===== src/rtl/swtl_pkg.sv =====
/*
 * Shared constants for the wakeup timer and undervoltage control slice:
 * register offsets, field positions, reset values and timing counts.
 * Assumes a 100 MHz core clock and an 8-bit register port.
 */
package swtl_pkg;
    // Register offsets on the 3-bit register address
    localparam logic [2:0] ADR_PN_HIGH = 3'h0;
    localparam logic [2:0] ADR_PN_LOW = 3'h1;
    localparam logic [2:0] ADR_WAKEUP = 3'h2;
    localparam logic [2:0] ADR_POWER = 3'h3;

    // Part number, value arbitrary
    localparam logic [11:0] PART_NUMBER = 12'h5A3;

    // Wakeup register fields
    localparam int WK_FLAG_BIT = 7;
    localparam int WK_CLEAR_BIT = 6;
    localparam int WK_CLKSEL_BIT = 5;
    localparam int WK_IRQEN_BIT = 4;
    localparam int WK_DELAY_LSB = 0;

    // Power monitor register fields
    localparam int UV_FLAG_BIT = 7;
    localparam int UV_CLEAR_BIT = 6;
    localparam int UV_IRQEN_BIT = 5;
    localparam int UV_RSTEN_BIT = 4;
    localparam int UV_STOPEN_BIT = 3;
    localparam int UV_ENABLE_BIT = 2;
    localparam int UV_REFBUF_BIT = 0;

    // Reset values of the writable fields
    localparam logic [2:0] WK_DELAY_RESET = 3'h0;
    localparam logic WK_CLKSEL_RESET = 1'b0;
    localparam logic WK_IRQEN_RESET = 1'b0;
    localparam logic [4:0] UV_CTRL_RESET = 5'h00;

    // Internal oscillator period and its cycle count at the core rate
    localparam int CORE_CLK_PERIOD_NS = 10;
    localparam int OSC_PERIOD_NS = 1000000;
    localparam int OSC_CYCLES = OSC_PERIOD_NS / CORE_CLK_PERIOD_NS;

    // Wakeup periods in oscillator ticks, codes 1 to 7
    localparam int INT_PERIOD_1 = 8;
    localparam int INT_PERIOD_2 = 32;
    localparam int INT_PERIOD_3 = 64;
    localparam int INT_PERIOD_4 = 128;
    localparam int INT_PERIOD_5 = 256;
    localparam int INT_PERIOD_6 = 512;
    localparam int INT_PERIOD_7 = 1024;
    // Wakeup periods in crystal edges, codes 1 to 7
    localparam int EXT_PERIOD_1 = 256;
    localparam int EXT_PERIOD_2 = 1024;
    localparam int EXT_PERIOD_3 = 2048;
    localparam int EXT_PERIOD_4 = 4096;
    localparam int EXT_PERIOD_5 = 8192;
    localparam int EXT_PERIOD_6 = 16384;
    localparam int EXT_PERIOD_7 = 32768;
endpackage


===== src/rtl/swtl_wk_if.sv =====
/*
 * Carrier between the register slice and the wakeup period counter.
 * Assumes both ends run on the core clock.
 */
`timescale 1ns/100ps
`default_nettype none
interface swtl_wk_if;
    logic int_tick;
    logic ext_tick;
    logic clk_sel;
    logic [2:0] delay_sel;
    logic timeout;
    modport ctl (output int_tick, ext_tick, clk_sel, delay_sel,
                 input timeout);
    modport tmr (input int_tick, ext_tick, clk_sel, delay_sel,
                 output timeout);
endinterface
`default_nettype wire


===== src/rtl/swtl_wakeup_counter.sv =====
/*
 * Periodic wakeup counter: counts ticks of the selected source and
 * pulses timeout once per selected period.
 * Assumes ticks are one-cycle enables on the core clock.
 */
`timescale 1ns/100ps
`default_nettype none
module swtl_wakeup_counter (
    // Clock and reset
    input wire logic clk,
    input wire logic rst_n,
    // Controls and timeout
    swtl_wk_if.tmr wk
);
    logic [14:0] count;
    logic [2:0] last_sel;
    logic last_clk;
    logic tick;
    logic restart;
    logic [14:0] last_count;

    // Last count of one period for a source and delay code
    function automatic logic [14:0] period_last(input logic ext,
                                                input logic [2:0] sel);
        int p;
        p = 1;
        case (sel)
            3'h1: p = ext ? swtl_pkg::EXT_PERIOD_1 : swtl_pkg::INT_PERIOD_1;
            3'h2: p = ext ? swtl_pkg::EXT_PERIOD_2 : swtl_pkg::INT_PERIOD_2;
            3'h3: p = ext ? swtl_pkg::EXT_PERIOD_3 : swtl_pkg::INT_PERIOD_3;
            3'h4: p = ext ? swtl_pkg::EXT_PERIOD_4 : swtl_pkg::INT_PERIOD_4;
            3'h5: p = ext ? swtl_pkg::EXT_PERIOD_5 : swtl_pkg::INT_PERIOD_5;
            3'h6: p = ext ? swtl_pkg::EXT_PERIOD_6 : swtl_pkg::INT_PERIOD_6;
            3'h7: p = ext ? swtl_pkg::EXT_PERIOD_7 : swtl_pkg::INT_PERIOD_7;
            default: p = 1;
        endcase
        return 15'(p - 1);
    endfunction

    // Source select and change detection
    assign tick = wk.clk_sel ? wk.ext_tick : wk.int_tick;
    assign restart = (wk.delay_sel != last_sel) || (wk.clk_sel != last_clk);
    assign last_count = period_last(wk.clk_sel, wk.delay_sel);

    // Remember the settings the count was started under
    always_ff @(posedge clk or negedge rst_n) begin
        if (!rst_n) begin
            last_sel <= swtl_pkg::WK_DELAY_RESET;
            last_clk <= swtl_pkg::WK_CLKSEL_RESET;
        end else begin
            last_sel <= wk.delay_sel;
            last_clk <= wk.clk_sel;
        end
    end

    // Period counter with timeout pulse
    always_ff @(posedge clk or negedge rst_n) begin
        if (!rst_n) begin
            count <= 15'h0000;
            wk.timeout <= 1'b0;
        end else if (restart || wk.delay_sel == 3'h0) begin
            count <= 15'h0000;
            wk.timeout <= 1'b0;
        end else if (tick && count == last_count) begin
            count <= 15'h0000;
            wk.timeout <= 1'b1;
        end else begin
            count <= tick ? count + 15'h0001 : count;
            wk.timeout <= 1'b0;
        end
    end

    a_timer_stopped: assert property (@(posedge clk) disable iff (!rst_n)
        wk.delay_sel == 3'h0 |=> !wk.timeout)
        else $error("Timeout with wakeup timer stopped");
    a_restart_zero: assert property (@(posedge clk) disable iff (!rst_n)
        restart |=> count == 15'h0000 && !wk.timeout)
        else $error("Counter did not restart on setting change");
    a_period_end: assert property (@(posedge clk) disable iff (!rst_n)
        $rose(wk.timeout) |-> $past(count) == $past(last_count)
        && $past(tick))
        else $error("Timeout not at end of selected period");
endmodule // swtl_wakeup_counter
`default_nettype wire


===== src/rtl/swtl_top.sv =====
/*
 * System slice: part number, periodic wakeup timer control and the
 * undervoltage detect control register, on a plain 8-bit register port.
 * Assumes a 100 MHz core clock; crystal and detector inputs are pins
 * from outside the clock domain; stop mode comes from core logic.
 */
`timescale 1ns/100ps
`default_nettype none
module swtl_top #(
    parameter int OSC_DIV = swtl_pkg::OSC_CYCLES
) (
    // Clock and reset
    input wire logic CORE_CLK,
    input wire logic RSTN,
    // Register port
    input wire logic [2:0] ADDR,
    input wire logic [7:0] WR_DATA,
    input wire logic WR,
    input wire logic RD,
    output logic [7:0] RD_DATA,
    // Pins and core inputs
    input wire logic XTAL_CLK,
    input wire logic UNDERVOLT_IN,
    input wire logic STOP_MODE,
    // System outputs
    output logic WAKEUP_IRQ,
    output logic UNDERVOLT_IRQ,
    output logic UNDERVOLT_RESET,
    output logic UNDERVOLT_DETECT_ON,
    output logic REF_BUFFER_EN
);
    swtl_wk_if wk ();

    logic [16:0] osc_count;
    logic osc_tick;
    logic xtal_s1;
    logic xtal_s2;
    logic xtal_prev;
    logic uv_s1;
    logic uv_s2;
    logic wk_flag;
    logic wk_clk_sel;
    logic wk_irq_en;
    logic [2:0] wk_delay;
    logic uv_flag;
    logic uv_irq_en;
    logic uv_rst_en;
    logic uv_stop_en;
    logic uv_enable;
    logic ref_buf;
    logic wr_wake;
    logic wr_power;
    logic wk_clear;
    logic uv_clear;
    logic uv_set;
    logic detect_active;
    logic [7:0] next_rd_data;

    // Write strobe aimed at one register
    function automatic logic write_hit(input logic wr, input logic [2:0] a,
                                       input logic [2:0] target);
        return wr && a == target;
    endfunction

    // Write decode
    assign wr_wake = write_hit(WR, ADDR, swtl_pkg::ADR_WAKEUP);
    assign wr_power = write_hit(WR, ADDR, swtl_pkg::ADR_POWER);
    assign wk_clear = wr_wake && WR_DATA[swtl_pkg::WK_CLEAR_BIT];
    assign uv_clear = wr_power && WR_DATA[swtl_pkg::UV_CLEAR_BIT];

    // Free-running internal oscillator tick from the core clock
    always_ff @(posedge CORE_CLK or negedge RSTN) begin
        if (!RSTN) begin
            osc_count <= 17'h00000;
            osc_tick <= 1'b0;
        end else if (osc_count == 17'(OSC_DIV - 1)) begin
            osc_count <= 17'h00000;
            osc_tick <= 1'b1;
        end else begin
            osc_count <= osc_count + 17'h00001;
            osc_tick <= 1'b0;
        end
    end

    // Crystal pin synchroniser and rising edge detect
    always_ff @(posedge CORE_CLK or negedge RSTN) begin
        if (!RSTN) begin
            xtal_s1 <= 1'b0;
            xtal_s2 <= 1'b0;
            xtal_prev <= 1'b0;
        end else begin
            xtal_s1 <= XTAL_CLK;
            xtal_s2 <= xtal_s1;
            xtal_prev <= xtal_s2;
        end
    end

    // Detector pin synchroniser
    always_ff @(posedge CORE_CLK or negedge RSTN) begin
        if (!RSTN) begin
            uv_s1 <= 1'b0;
            uv_s2 <= 1'b0;
        end else begin
            uv_s1 <= UNDERVOLT_IN;
            uv_s2 <= uv_s1;
        end
    end

    // Hand the selected settings and ticks to the period counter
    assign wk.int_tick = osc_tick;
    assign wk.ext_tick = xtal_s2 && !xtal_prev;
    assign wk.clk_sel = wk_clk_sel;
    assign wk.delay_sel = wk_delay;

    swtl_wakeup_counter u_counter (
        .clk(CORE_CLK),
        .rst_n(RSTN),
        .wk(wk.tmr)
    );

    // Wakeup control fields
    always_ff @(posedge CORE_CLK or negedge RSTN) begin
        if (!RSTN) begin
            wk_clk_sel <= swtl_pkg::WK_CLKSEL_RESET;
            wk_irq_en <= swtl_pkg::WK_IRQEN_RESET;
            wk_delay <= swtl_pkg::WK_DELAY_RESET;
        end else if (wr_wake) begin
            wk_clk_sel <= WR_DATA[swtl_pkg::WK_CLKSEL_BIT];
            wk_irq_en <= WR_DATA[swtl_pkg::WK_IRQEN_BIT];
            wk_delay <= WR_DATA[swtl_pkg::WK_DELAY_LSB +: 3];
        end
    end

    // Wakeup flag: timeout wins over a clear in the same cycle
    always_ff @(posedge CORE_CLK or negedge RSTN) begin
        if (!RSTN) begin
            wk_flag <= 1'b0;
        end else if (wk.timeout) begin
            wk_flag <= 1'b1;
        end else if (wk_clear) begin
            wk_flag <= 1'b0;
        end
    end

    // Power monitor control fields, bit 1 kept at zero
    always_ff @(posedge CORE_CLK or negedge RSTN) begin
        if (!RSTN) begin
            {uv_irq_en, uv_rst_en, uv_stop_en, uv_enable, ref_buf} <=
                swtl_pkg::UV_CTRL_RESET;
        end else if (wr_power) begin
            uv_irq_en <= WR_DATA[swtl_pkg::UV_IRQEN_BIT];
            uv_rst_en <= WR_DATA[swtl_pkg::UV_RSTEN_BIT];
            uv_stop_en <= WR_DATA[swtl_pkg::UV_STOPEN_BIT];
            uv_enable <= WR_DATA[swtl_pkg::UV_ENABLE_BIT];
            ref_buf <= WR_DATA[swtl_pkg::UV_REFBUF_BIT];
        end
    end

    // Detector runs when enabled, and in stop only if allowed
    assign detect_active = uv_enable && (!STOP_MODE || uv_stop_en);
    assign uv_set = uv_s2 && detect_active;

    // Undervoltage flag: detect wins over a clear in the same cycle
    always_ff @(posedge CORE_CLK or negedge RSTN) begin
        if (!RSTN) begin
            uv_flag <= 1'b0;
        end else if (uv_set) begin
            uv_flag <= 1'b1;
        end else if (uv_clear) begin
            uv_flag <= 1'b0;
        end
    end

    // Detector power enable to the analog side
    always_ff @(posedge CORE_CLK or negedge RSTN) begin
        if (!RSTN) begin
            UNDERVOLT_DETECT_ON <= 1'b0;
        end else begin
            UNDERVOLT_DETECT_ON <= detect_active;
        end
    end

    // Requests follow their flags while enabled
    assign WAKEUP_IRQ = wk_flag && wk_irq_en;
    assign UNDERVOLT_IRQ = uv_flag && uv_irq_en && uv_enable;
    assign UNDERVOLT_RESET = uv_flag && uv_rst_en && uv_enable;
    assign REF_BUFFER_EN = ref_buf;

    // Read mux; reserved, write-only and unmapped bits read zero
    always_comb begin
        next_rd_data = 8'h00;
        case (ADDR)
            swtl_pkg::ADR_PN_HIGH: begin
                next_rd_data = {4'h0, swtl_pkg::PART_NUMBER[11:8]};
            end
            swtl_pkg::ADR_PN_LOW: begin
                next_rd_data = swtl_pkg::PART_NUMBER[7:0];
            end
            swtl_pkg::ADR_WAKEUP: begin
                next_rd_data = {wk_flag, 1'b0, wk_clk_sel, wk_irq_en,
                                1'b0, wk_delay};
            end
            swtl_pkg::ADR_POWER: begin
                next_rd_data = {uv_flag, 1'b0, uv_irq_en, uv_rst_en,
                                uv_stop_en, uv_enable, 1'b0, ref_buf};
            end
            default: begin
                next_rd_data = 8'h00;
            end
        endcase
    end

    // Read data stand only in the cycle after the strobe
    always_ff @(posedge CORE_CLK or negedge RSTN) begin
        if (!RSTN) begin
            RD_DATA <= 8'h00;
        end else begin
            RD_DATA <= RD ? next_rd_data : 8'h00;
        end
    end

    a_part_number: assert property (@(posedge CORE_CLK) disable iff (!RSTN)
        RD && ADDR == swtl_pkg::ADR_PN_LOW
        |=> RD_DATA == swtl_pkg::PART_NUMBER[7:0])
        else $error("Part number low read wrong");
    a_part_high: assert property (@(posedge CORE_CLK) disable iff (!RSTN)
        RD && ADDR == swtl_pkg::ADR_PN_HIGH
        |=> RD_DATA[3:0] == swtl_pkg::PART_NUMBER[11:8])
        else $error("Part number high read wrong");
    a_wake_flag_set: assert property (@(posedge CORE_CLK) disable iff (!RSTN)
        wk.timeout |=> wk_flag ##1 (RD_DATA[7] || !$past(RD)
        || $past(ADDR) != swtl_pkg::ADR_WAKEUP))
        else $error("Wakeup flag not set by timeout");
    a_wake_clear: assert property (@(posedge CORE_CLK) disable iff (!RSTN)
        wk_clear && !wk.timeout |=> !wk_flag)
        else $error("Wakeup flag not cleared");
    a_wake_read_zero: assert property (@(posedge CORE_CLK) disable iff (!RSTN)
        RD && ADDR == swtl_pkg::ADR_WAKEUP
        |=> RD_DATA[6] == 1'b0 && RD_DATA[3] == 1'b0
        && RD_DATA[7] == $past(wk_flag))
        else $error("Wakeup register read wrong");
    a_flag_hold: assert property (@(posedge CORE_CLK) disable iff (!RSTN)
        wk_flag && !wk_clear |=> wk_flag ##0 (WAKEUP_IRQ == wk_irq_en))
        else $error("Wakeup flag dropped without clear");
    a_uv_gated: assert property (@(posedge CORE_CLK) disable iff (!RSTN)
        !uv_flag && !uv_enable |=> !uv_flag)
        else $error("Undervoltage flag set while disabled");
    a_uv_clear: assert property (@(posedge CORE_CLK) disable iff (!RSTN)
        uv_clear && !uv_set |=> !uv_flag && !UNDERVOLT_RESET)
        else $error("Undervoltage flag not cleared");
    a_uv_reset: assert property (@(posedge CORE_CLK) disable iff (!RSTN)
        UNDERVOLT_RESET |-> uv_flag && uv_rst_en && uv_enable)
        else $error("Reset request without cause");
    a_stop_off: assert property (@(posedge CORE_CLK) disable iff (!RSTN)
        STOP_MODE && !uv_stop_en |=> !UNDERVOLT_DETECT_ON)
        else $error("Detector running in stop when not allowed");
    a_refbuf_write: assert property (@(posedge CORE_CLK) disable iff (!RSTN)
        wr_power |=> REF_BUFFER_EN == $past(WR_DATA[0]))
        else $error("Reference buffer enable not written");

    // Wakeup field, flag, request and oscillator tick checks
    a_wake_fields: assert property (@(posedge CORE_CLK) disable iff (!RSTN)
        wr_wake |=> wk_clk_sel == $past(WR_DATA[5])
        && wk_irq_en == $past(WR_DATA[4]) && wk_delay == $past(WR_DATA[2:0]))
        else $error("Wakeup control fields not written");
    a_wake_irq_off: assert property (@(posedge CORE_CLK) disable iff (!RSTN)
        !wk_irq_en |-> !WAKEUP_IRQ)
        else $error("Wakeup request while disabled");
    a_wake_irq_on: assert property (@(posedge CORE_CLK) disable iff (!RSTN)
        wk_flag && wk_irq_en |-> WAKEUP_IRQ)
        else $error("Wakeup request missing");
    a_wake_set_wins: assert property (@(posedge CORE_CLK) disable iff (!RSTN)
        wk.timeout && wk_clear |=> wk_flag)
        else $error("Clear beat a timeout");
    a_irq_cleared: assert property (@(posedge CORE_CLK) disable iff (!RSTN)
        wk_clear && !wk.timeout |=> !WAKEUP_IRQ)
        else $error("Wakeup request stayed after clear");
    a_osc_tick: assert property (@(posedge CORE_CLK) disable iff (!RSTN)
        osc_tick |-> osc_count == 17'h00000)
        else $error("Oscillator tick off its count");

    // Undervoltage flag checks
    a_uv_set: assert property (@(posedge CORE_CLK) disable iff (!RSTN)
        uv_set |=> uv_flag)
        else $error("Undervoltage flag not set");
    a_uv_set_wins: assert property (@(posedge CORE_CLK) disable iff (!RSTN)
        uv_set && uv_clear |=> uv_flag)
        else $error("Clear beat a detect event");
    a_uv_hold: assert property (@(posedge CORE_CLK) disable iff (!RSTN)
        uv_flag && !uv_clear |=> uv_flag)
        else $error("Undervoltage flag dropped without clear");
    a_power_read: assert property (@(posedge CORE_CLK) disable iff (!RSTN)
        RD && ADDR == swtl_pkg::ADR_POWER |=> RD_DATA[6] == 1'b0
        && RD_DATA[1] == 1'b0 && RD_DATA[7] == $past(uv_flag))
        else $error("Power monitor register read wrong");

    // Undervoltage request gating and detector power checks
    a_uv_irq_gate: assert property (@(posedge CORE_CLK) disable iff (!RSTN)
        !uv_enable |-> !UNDERVOLT_IRQ && !UNDERVOLT_RESET)
        else $error("Request while detector disabled");
    a_uv_irq_off: assert property (@(posedge CORE_CLK) disable iff (!RSTN)
        !uv_irq_en |-> !UNDERVOLT_IRQ)
        else $error("Undervoltage request while disabled");
    a_uv_reset_off: assert property (@(posedge CORE_CLK) disable iff (!RSTN)
        !uv_rst_en |-> !UNDERVOLT_RESET)
        else $error("Reset request while disabled");
    a_detect_off: assert property (@(posedge CORE_CLK) disable iff (!RSTN)
        !uv_enable |=> !UNDERVOLT_DETECT_ON)
        else $error("Detector on while disabled");

    c_wake_timeout: cover property (@(posedge CORE_CLK) disable iff (!RSTN)
        WAKEUP_IRQ);
    c_clear_race: cover property (@(posedge CORE_CLK) disable iff (!RSTN)
        wk.timeout && wk_clear);
    c_uv_flag: cover property (@(posedge CORE_CLK) disable iff (!RSTN)
        $rose(uv_flag));
    c_uv_reset: cover property (@(posedge CORE_CLK) disable iff (!RSTN)
        UNDERVOLT_RESET);
    c_stop_run: cover property (@(posedge CORE_CLK) disable iff (!RSTN)
        STOP_MODE && UNDERVOLT_DETECT_ON);
endmodule // swtl_top
`default_nettype wire


===== config.mk =====
export PLATFORM = sky130hd
export DESIGN_NAME = swtl_top
export DESIGN_NICKNAME = d
export VERILOG_FILES = /design/src/rtl/swtl_pkg.sv /design/src/rtl/swtl_wk_if.sv /design/src/rtl/swtl_wakeup_counter.sv /design/src/rtl/swtl_top.sv
export SDC_FILE = /design/constraint.sdc
export NUM_CORES = 1
export LEC_CHECK = 0
export BUFFER_PORTS_ARGS = -buffer_cell sky130_fd_sc_hd__buf_4
export CAP_MARGIN = 20
export CORE_MARGIN = 3
export CORE_UTILIZATION = 55
export CTS_BUF_LIST = sky130_fd_sc_hd__clkbuf_2
export CTS_CLUSTER_SIZE = 14
export DETAILED_ROUTE_END_ITERATION = 16
export PLACE_DENSITY = 0.75
export RECOVER_POWER = 100
export SYNTH_ARGS = -nofsm -noshare
export SYNTH_HDL_FRONTEND = slang
export SYNTH_SLANG_ARGS = --single-unit

===== constraint.sdc =====
create_clock -name CORE_CLK -period 5.1 [get_ports CORE_CLK]
set_clock_uncertainty 0.05 [all_clocks]
set_input_delay 0.51 -clock CORE_CLK [delete_from_list [all_inputs] [get_ports CORE_CLK]]
set_output_delay 0.51 -clock CORE_CLK [all_outputs]
set_load 0.02 [all_outputs]

## Yosys cells after proc, flatten, opt, wreduce, memory -nomap -nowiden

Index checks and enable logic that the tools add are counted.

| cells by class | value |
|---|---|
| $add $sub $neg | 3 |
| equality and inequality tests | 14 |
| multiplexer cells | 22 |
| reduce and logical (&&, ||, !) cells | 23 |

Operator list:

| kind | count |
|---|---|
| 15-bit one-hot mux with 7 select lines | 1 |
| 15-bit 2-to-1 mux | 4 |
| 8-bit one-hot mux with 4 select lines | 1 |
| 11-bit 2-to-1 mux | 2 |
| 17-bit by 1-bit adder with 17-bit output, second input constant | 1 |
| 17-bit equality test, second input constant | 1 |
| 17-bit 2-to-1 mux | 1 |
| 15-bit by 1-bit adder with 15-bit output, second input constant | 1 |
| 15-bit equality test | 1 |
| 15-bit by 2-bit subtractor with 15-bit output, second input constant | 1 |
| 14-bit 2-to-1 mux | 1 |
| 1-bit logical AND | 13 |
| 13-bit 2-to-1 mux | 1 |
| 3-bit by 2-bit equality test with 1-bit output, second input constant | 4 |
| 3-bit equality test, second input constant | 4 |
| 12-bit 2-to-1 mux | 1 |
| 9-bit 2-to-1 mux | 1 |
| 1-bit 2-to-1 mux | 8 |
| 8-bit 2-to-1 mux | 1 |
| 3-bit by 1-bit equality test with 1-bit output, second input constant | 2 |
| 3-bit zero test | 2 |
| 2-bit nonzero test | 2 |
| 1-bit logical OR | 3 |
| 3-bit inequality test | 1 |
| 3 further kinds | 4 |

| word-level totals | value |
|---|---|
| register bits | 64 |
| bits of input ports | 18 |
| logic and storage cells | 85 |

## Logic depth before layout (Yosys ltp)

| depth | value |
|---|---|
| word-level depth | 7 |
| depth in mapped cells | 8 |
| depth with buffers taken out | 6 |

## Modules after synthesis

A second synthesis with hierarchy kept.

| second synthesis, totals | value |
|---|---|
| cells, all modules | 321 |
| area total of the unflattened synthesis | 3278.1 um^2 |

Modules (own cells, without submodules):

| module | instances | cells an instance | area an instance (um^2) | seq. area each (um^2) |
|---|---|---|---|---|
| swtl_top | 1 | 150 | 1810.5 | 1076.0 |
| swtl_wakeup_counter | 1 | 171 | 1467.7 | 500.5 |

## Least setup slack after synthesis

OpenSTA, ideal clock, no wires.

| timing | value |
|---|---|
| kind | reg2reg |
| from | register wk_delay[0] (netlist: wk.delay_sel[0]) |
| to | register u_counter.count[11] |
| library setup time | 130 ps |
| arrival | 1785 ps |
| path slack | 3135 ps |
| stages on the path, launching flop included | 9 |
| period minus slack after synthesis | 1965 ps |
| path through | dfrtp_1 buf_6 buf_2 a211oi_1 mux2i_1 nand3_1 nor4_4 buf_4 a211oi_1 |

| between the ends | value |
|---|---|
| cells in the longest elaborated chain, start to end | 7 |
| elaborated cells on any way between the ends | 18 |
| those cells by class | add/sub: 1; eq/ne: 9; mux: 3; reduce/logical: 5 |

Ends and longest elaborated chain:

| element | line | source |
|---|---|---|
| start, declared | swtl_top.sv:44 | `logic [2:0] wk_delay;` |
| start signal, assigned | swtl_top.sv:126 | `wk_delay <= swtl_pkg::WK_DELAY_RESET;` |
| start signal, assigned | swtl_top.sv:130 | `wk_delay <= WR_DATA[swtl_pkg::WK_DELAY_LSB +: 3];` |
| 3-bit equality test, or another cell as far along | swtl_wakeup_counter.sv:27 | `case (sel)` |
| 15-bit one-hot mux with 7 select lines | swtl_wakeup_counter.sv:27 |  |
| 15-bit by 2-bit subtractor with 15-bit output | swtl_wakeup_counter.sv:37 | `return 15'(p - 1);` |
| 15-bit equality test | swtl_wakeup_counter.sv:64 | `end else if (tick && count == last_count) begin` |
| 1-bit logical AND | swtl_wakeup_counter.sv:64 |  |
| 15-bit 2-to-1 mux | swtl_wakeup_counter.sv:64 |  |
| 15-bit 2-to-1 mux | swtl_wakeup_counter.sv:61 | `end else if (restart \|\| wk.delay_sel == 3'h0) begin` |
| end signal, assigned | swtl_wakeup_counter.sv:68 | `count <= tick ? count + 15'h0001 : count;` |
| end, declared | swtl_wakeup_counter.sv:15 | `logic [14:0] count;` |

Several ways; a longest one is shown, not always the timed one.
A chain may end at the register's enable or synchronous reset.

## Worst setup path after layout

| timing | value |
|---|---|
| from | register wk_delay[1] (netlist: wk.delay_sel[1]) |
| to | register u_counter.count[11] |

Same word-level chain as after synthesis.

==> out/results.tsv <==
stage	metric	value	unit
run	maxCapViolCount	1	
worst_setup_path	crit_required	5440	ps
yosys	yosysWarnings	0	
sta	slew_violations	64	
cells_and_area	fin_cells	403	
drt	route.met2.wl	2.84	mm
pwr	p_total	1.00	mW
floorplan	ios	31	
cells_and_area	nets	347	
yosys	ys_seq_area_share	49.5	%
global_route	grt_first_pass_wirelength	10.1	mm
placement	gp_congestion	0.852	
yosys	synthTopCellsByArea	dfrtp_1 (50%), xnor2_1 (5.0%), mux2_2 (3.9%), xor2_1 (3.3%), nand2_1 (2.8%)	
pwr	powerDensity	293	nW/um2
worst_setup_path	cp_max_fo	20	
clock_tree	cts_setup_buffers	0	
drt	first_pass_iters	6	
drt	wirelength	6.14	mm
sta	setup_tns	0	ps
worst_setup_path	r2r_setup_slack	1580	ps
floorplan	die_x	82.1	um
clock_tree	clock-root-buffer	clkbuf_2	
sta	fmax	284	MHz
sta	hold_viol	0	
placement	dp_cells	387	
hold_path	hold_end	xtal_s1	
run_status	violations	capacitance limit, slew limit	
yosys	postSynthAreaPerCell	10.6	um2
global_route	gr-total-overflow	0	
cells_and_area	layout_commonest_cell	dfrtp_1	
worst_setup_path	path_class	flip-flop to flip-flop	
global_route	first_global_vias	2156	
global_route	track_usage	20.0	%
clock_tree	clkSinkCount	63	
sta	fin_hold_ws	103	ps
yosys	synth_edf_count	0	
run_status	outcome	finished, violations left	
clock_tree	clk-insertion-delay-late	480	ps
worst_setup_path	reg2reg_depth	5	
placement	port_buffers	28	
floorplan	core_area	5540	um2
sta	tightest_slew	3200	ps
placement	hpwlAfterDp	4.14	mm
drt	postRouteAntennaNets	0	
yosys	netlist_area	3180	um2
sta	timing.final.ws_setup	1580	ps
cells_and_area	fillers	473	
cells_and_area	final_area	3410	um2
global_route	grt_max_degree	64	
yosys	synth_top_area_cell	dfrtp_1	
hold_path	holdCritStartpoint	XTAL_CLK	
sta	setup-violations-final	0	
drt	met3_length	411	um
yosys	synth_top_area_share	49.5	%
floorplan	die_area	6740	um2
cells_and_area	drive_above_1_share	12.4	%
drt	avgRoutedWirePerCell	15.2	um
pwr	p_leak	1.44	nW
drt	via_per_inst	5.99	
clock_tree	cts.repair.resized	0	
cells_and_area	postLayoutCoreUtil	61.6	%
clock_tree	postCtsHoldBufs	0	
pwr	peakVddDrop	0.000159	V
worst_setup_path	critPathLaunch	wk.delay_sel[1]	
sta	relSlewSlack	-113	%
yosys	syn-num-nets	320	
clock_tree	cts_made_buffers	9	
clock_tree	htree_levels	3	
yosys	synth_cells	300	
yosys	async_reset_ff_share	100	%
drt	met1_length	2.75	mm
sta	rsz0062_at_grt	false	
floorplan	start_util	57.5	%
yosys	ys_seq_elements	63	
yosys	ys_dominant_reg_cell	dfrtp_1	
placement	dp_slack	2420	ps
clock_tree	cts_tree	built	
sta	post-route-period-util	69.0	%
drt	drcViolationCount	0	
clock_tree	clk_pin_slew	170	ps
worst_setup_path	timing.rr.end	u_counter.count[11]	
drt	vias	2412	
yosys	synth_cell_types	55	
worst_setup_path	start_kind	flip-flop	
worst_setup_path	cp-end-kind	flip-flop	
worst_setup_path	cp_data_arrival_time	3860	ps
cells_and_area	syn_to_final_growth	7.19	%
sta	period_minus_slack	3520	ps
drt	highest_layer	met4	
worst_setup_path	r2r-start	wk.delay_sel[1]	
hold_path	hold_path.class	primary input to flip-flop	
drt	drt_iter0_markers	189	
placement	placed_cell_area	3400	um2
hold_path	hold_depth	1	
clock_tree	clockBufferDepth	2	
cells_and_area	layout_common_cells	dfrtp_1 (63), nand2_1 (24), nor2_1 (20), xnor2_1 (18)	
floorplan	rows	27	
cells_and_area	diodes	0	
global_route	antenna_found_initial	0	
floorplan	die_h	82.1	um
## cell families after synthesis
group | count (synthesis) | share of synthesized area (%)
simple gates | 107 | 18.7
flops | 63 | 49.5
compound gates | 55 | 12.7
xor+xnor | 30 | 8.25
buf+inv | 24 | 3.85
mux | 15 | 5.15
fa+ha+maj | 5 | 1.73
other cells | 1 | 0.118
## synthesized netlist by cell type (all sizes together), types with 6 or more instances
cell type,number
a211oi,13
a21oi,11
and3,8
buf,10
dfrtp,63
inv,11
mux2,11
nand2,24
nand3,14
nor2,20
nor3,6
o21ai,7
xnor2,18
xor2,12
## how the worst max path moves through the flow
stage	endpoint	cells past startpoint
after floorplan	u_counter.count[11]	8
after global placement	u_counter.count[5]	5
after detailed placement	u_counter.count[11]	5
after CTS	u_counter.count[9]	5
after global routing	u_counter.count[9]	5
final	u_counter.count[11]	5
## per-layer routing
layer	track usage [%]	vias up
met5	0	-
met4	8.80	0
met3	5.81	20
met2	30.2	97
met1	26.5	1169
li1	-	1126
## worst max-delay path, stage by stage, from the launching register on
cell	delay [ps]
dfrtp_1	800
or3b_1	410
a211o_1	260
a211oi_1	880
clkinvlp_2	690
a211oi_1	340
## power breakdown
group	switching (mW)	total [mW]	internal (mW)
logic	0.103	0.179	0.0762
clock network	0.171	0.230	0.0594
registers	0.0586	0.590	0.531
## final cells by class
cell class / count / area (um2) / area share, %
clock inverter: 5 / 26.3 / 0.770
inverter: 11 / 42.5 / 1.25
tap: 72 / 90.1 / 2.64
multi-input combinational: 213 / 1460 / 42.8
timing repair buffer: 29 / 168 / 4.91
clock buffer: 10 / 50.0 / 1.47
sequential: 63 / 1580 / 46.2
## flip-flops by register name (all words and copies together) (netlist names)
signal	cells
wk.delay_sel	3
xtal_prev	1
RD_DATA	7
u_counter.last_sel	3
wk.clk_sel	1
uv_s1	1
uv_irq_en	1
u_counter.count	15
uv_rst_en	1
REF_BUFFER_EN	1
osc_tick	1
uv_stop_en	1
UNDERVOLT_DETECT_ON	1
uv_flag	1
uv_enable	1
osc_count	17
uv_s2	1
wk_flag	1
wk_irq_en	1
u_counter.last_clk	1
xtal_s1	1
xtal_s2	1
u_counter.wk.timeout	1
(Power assumes the default switching activity.)
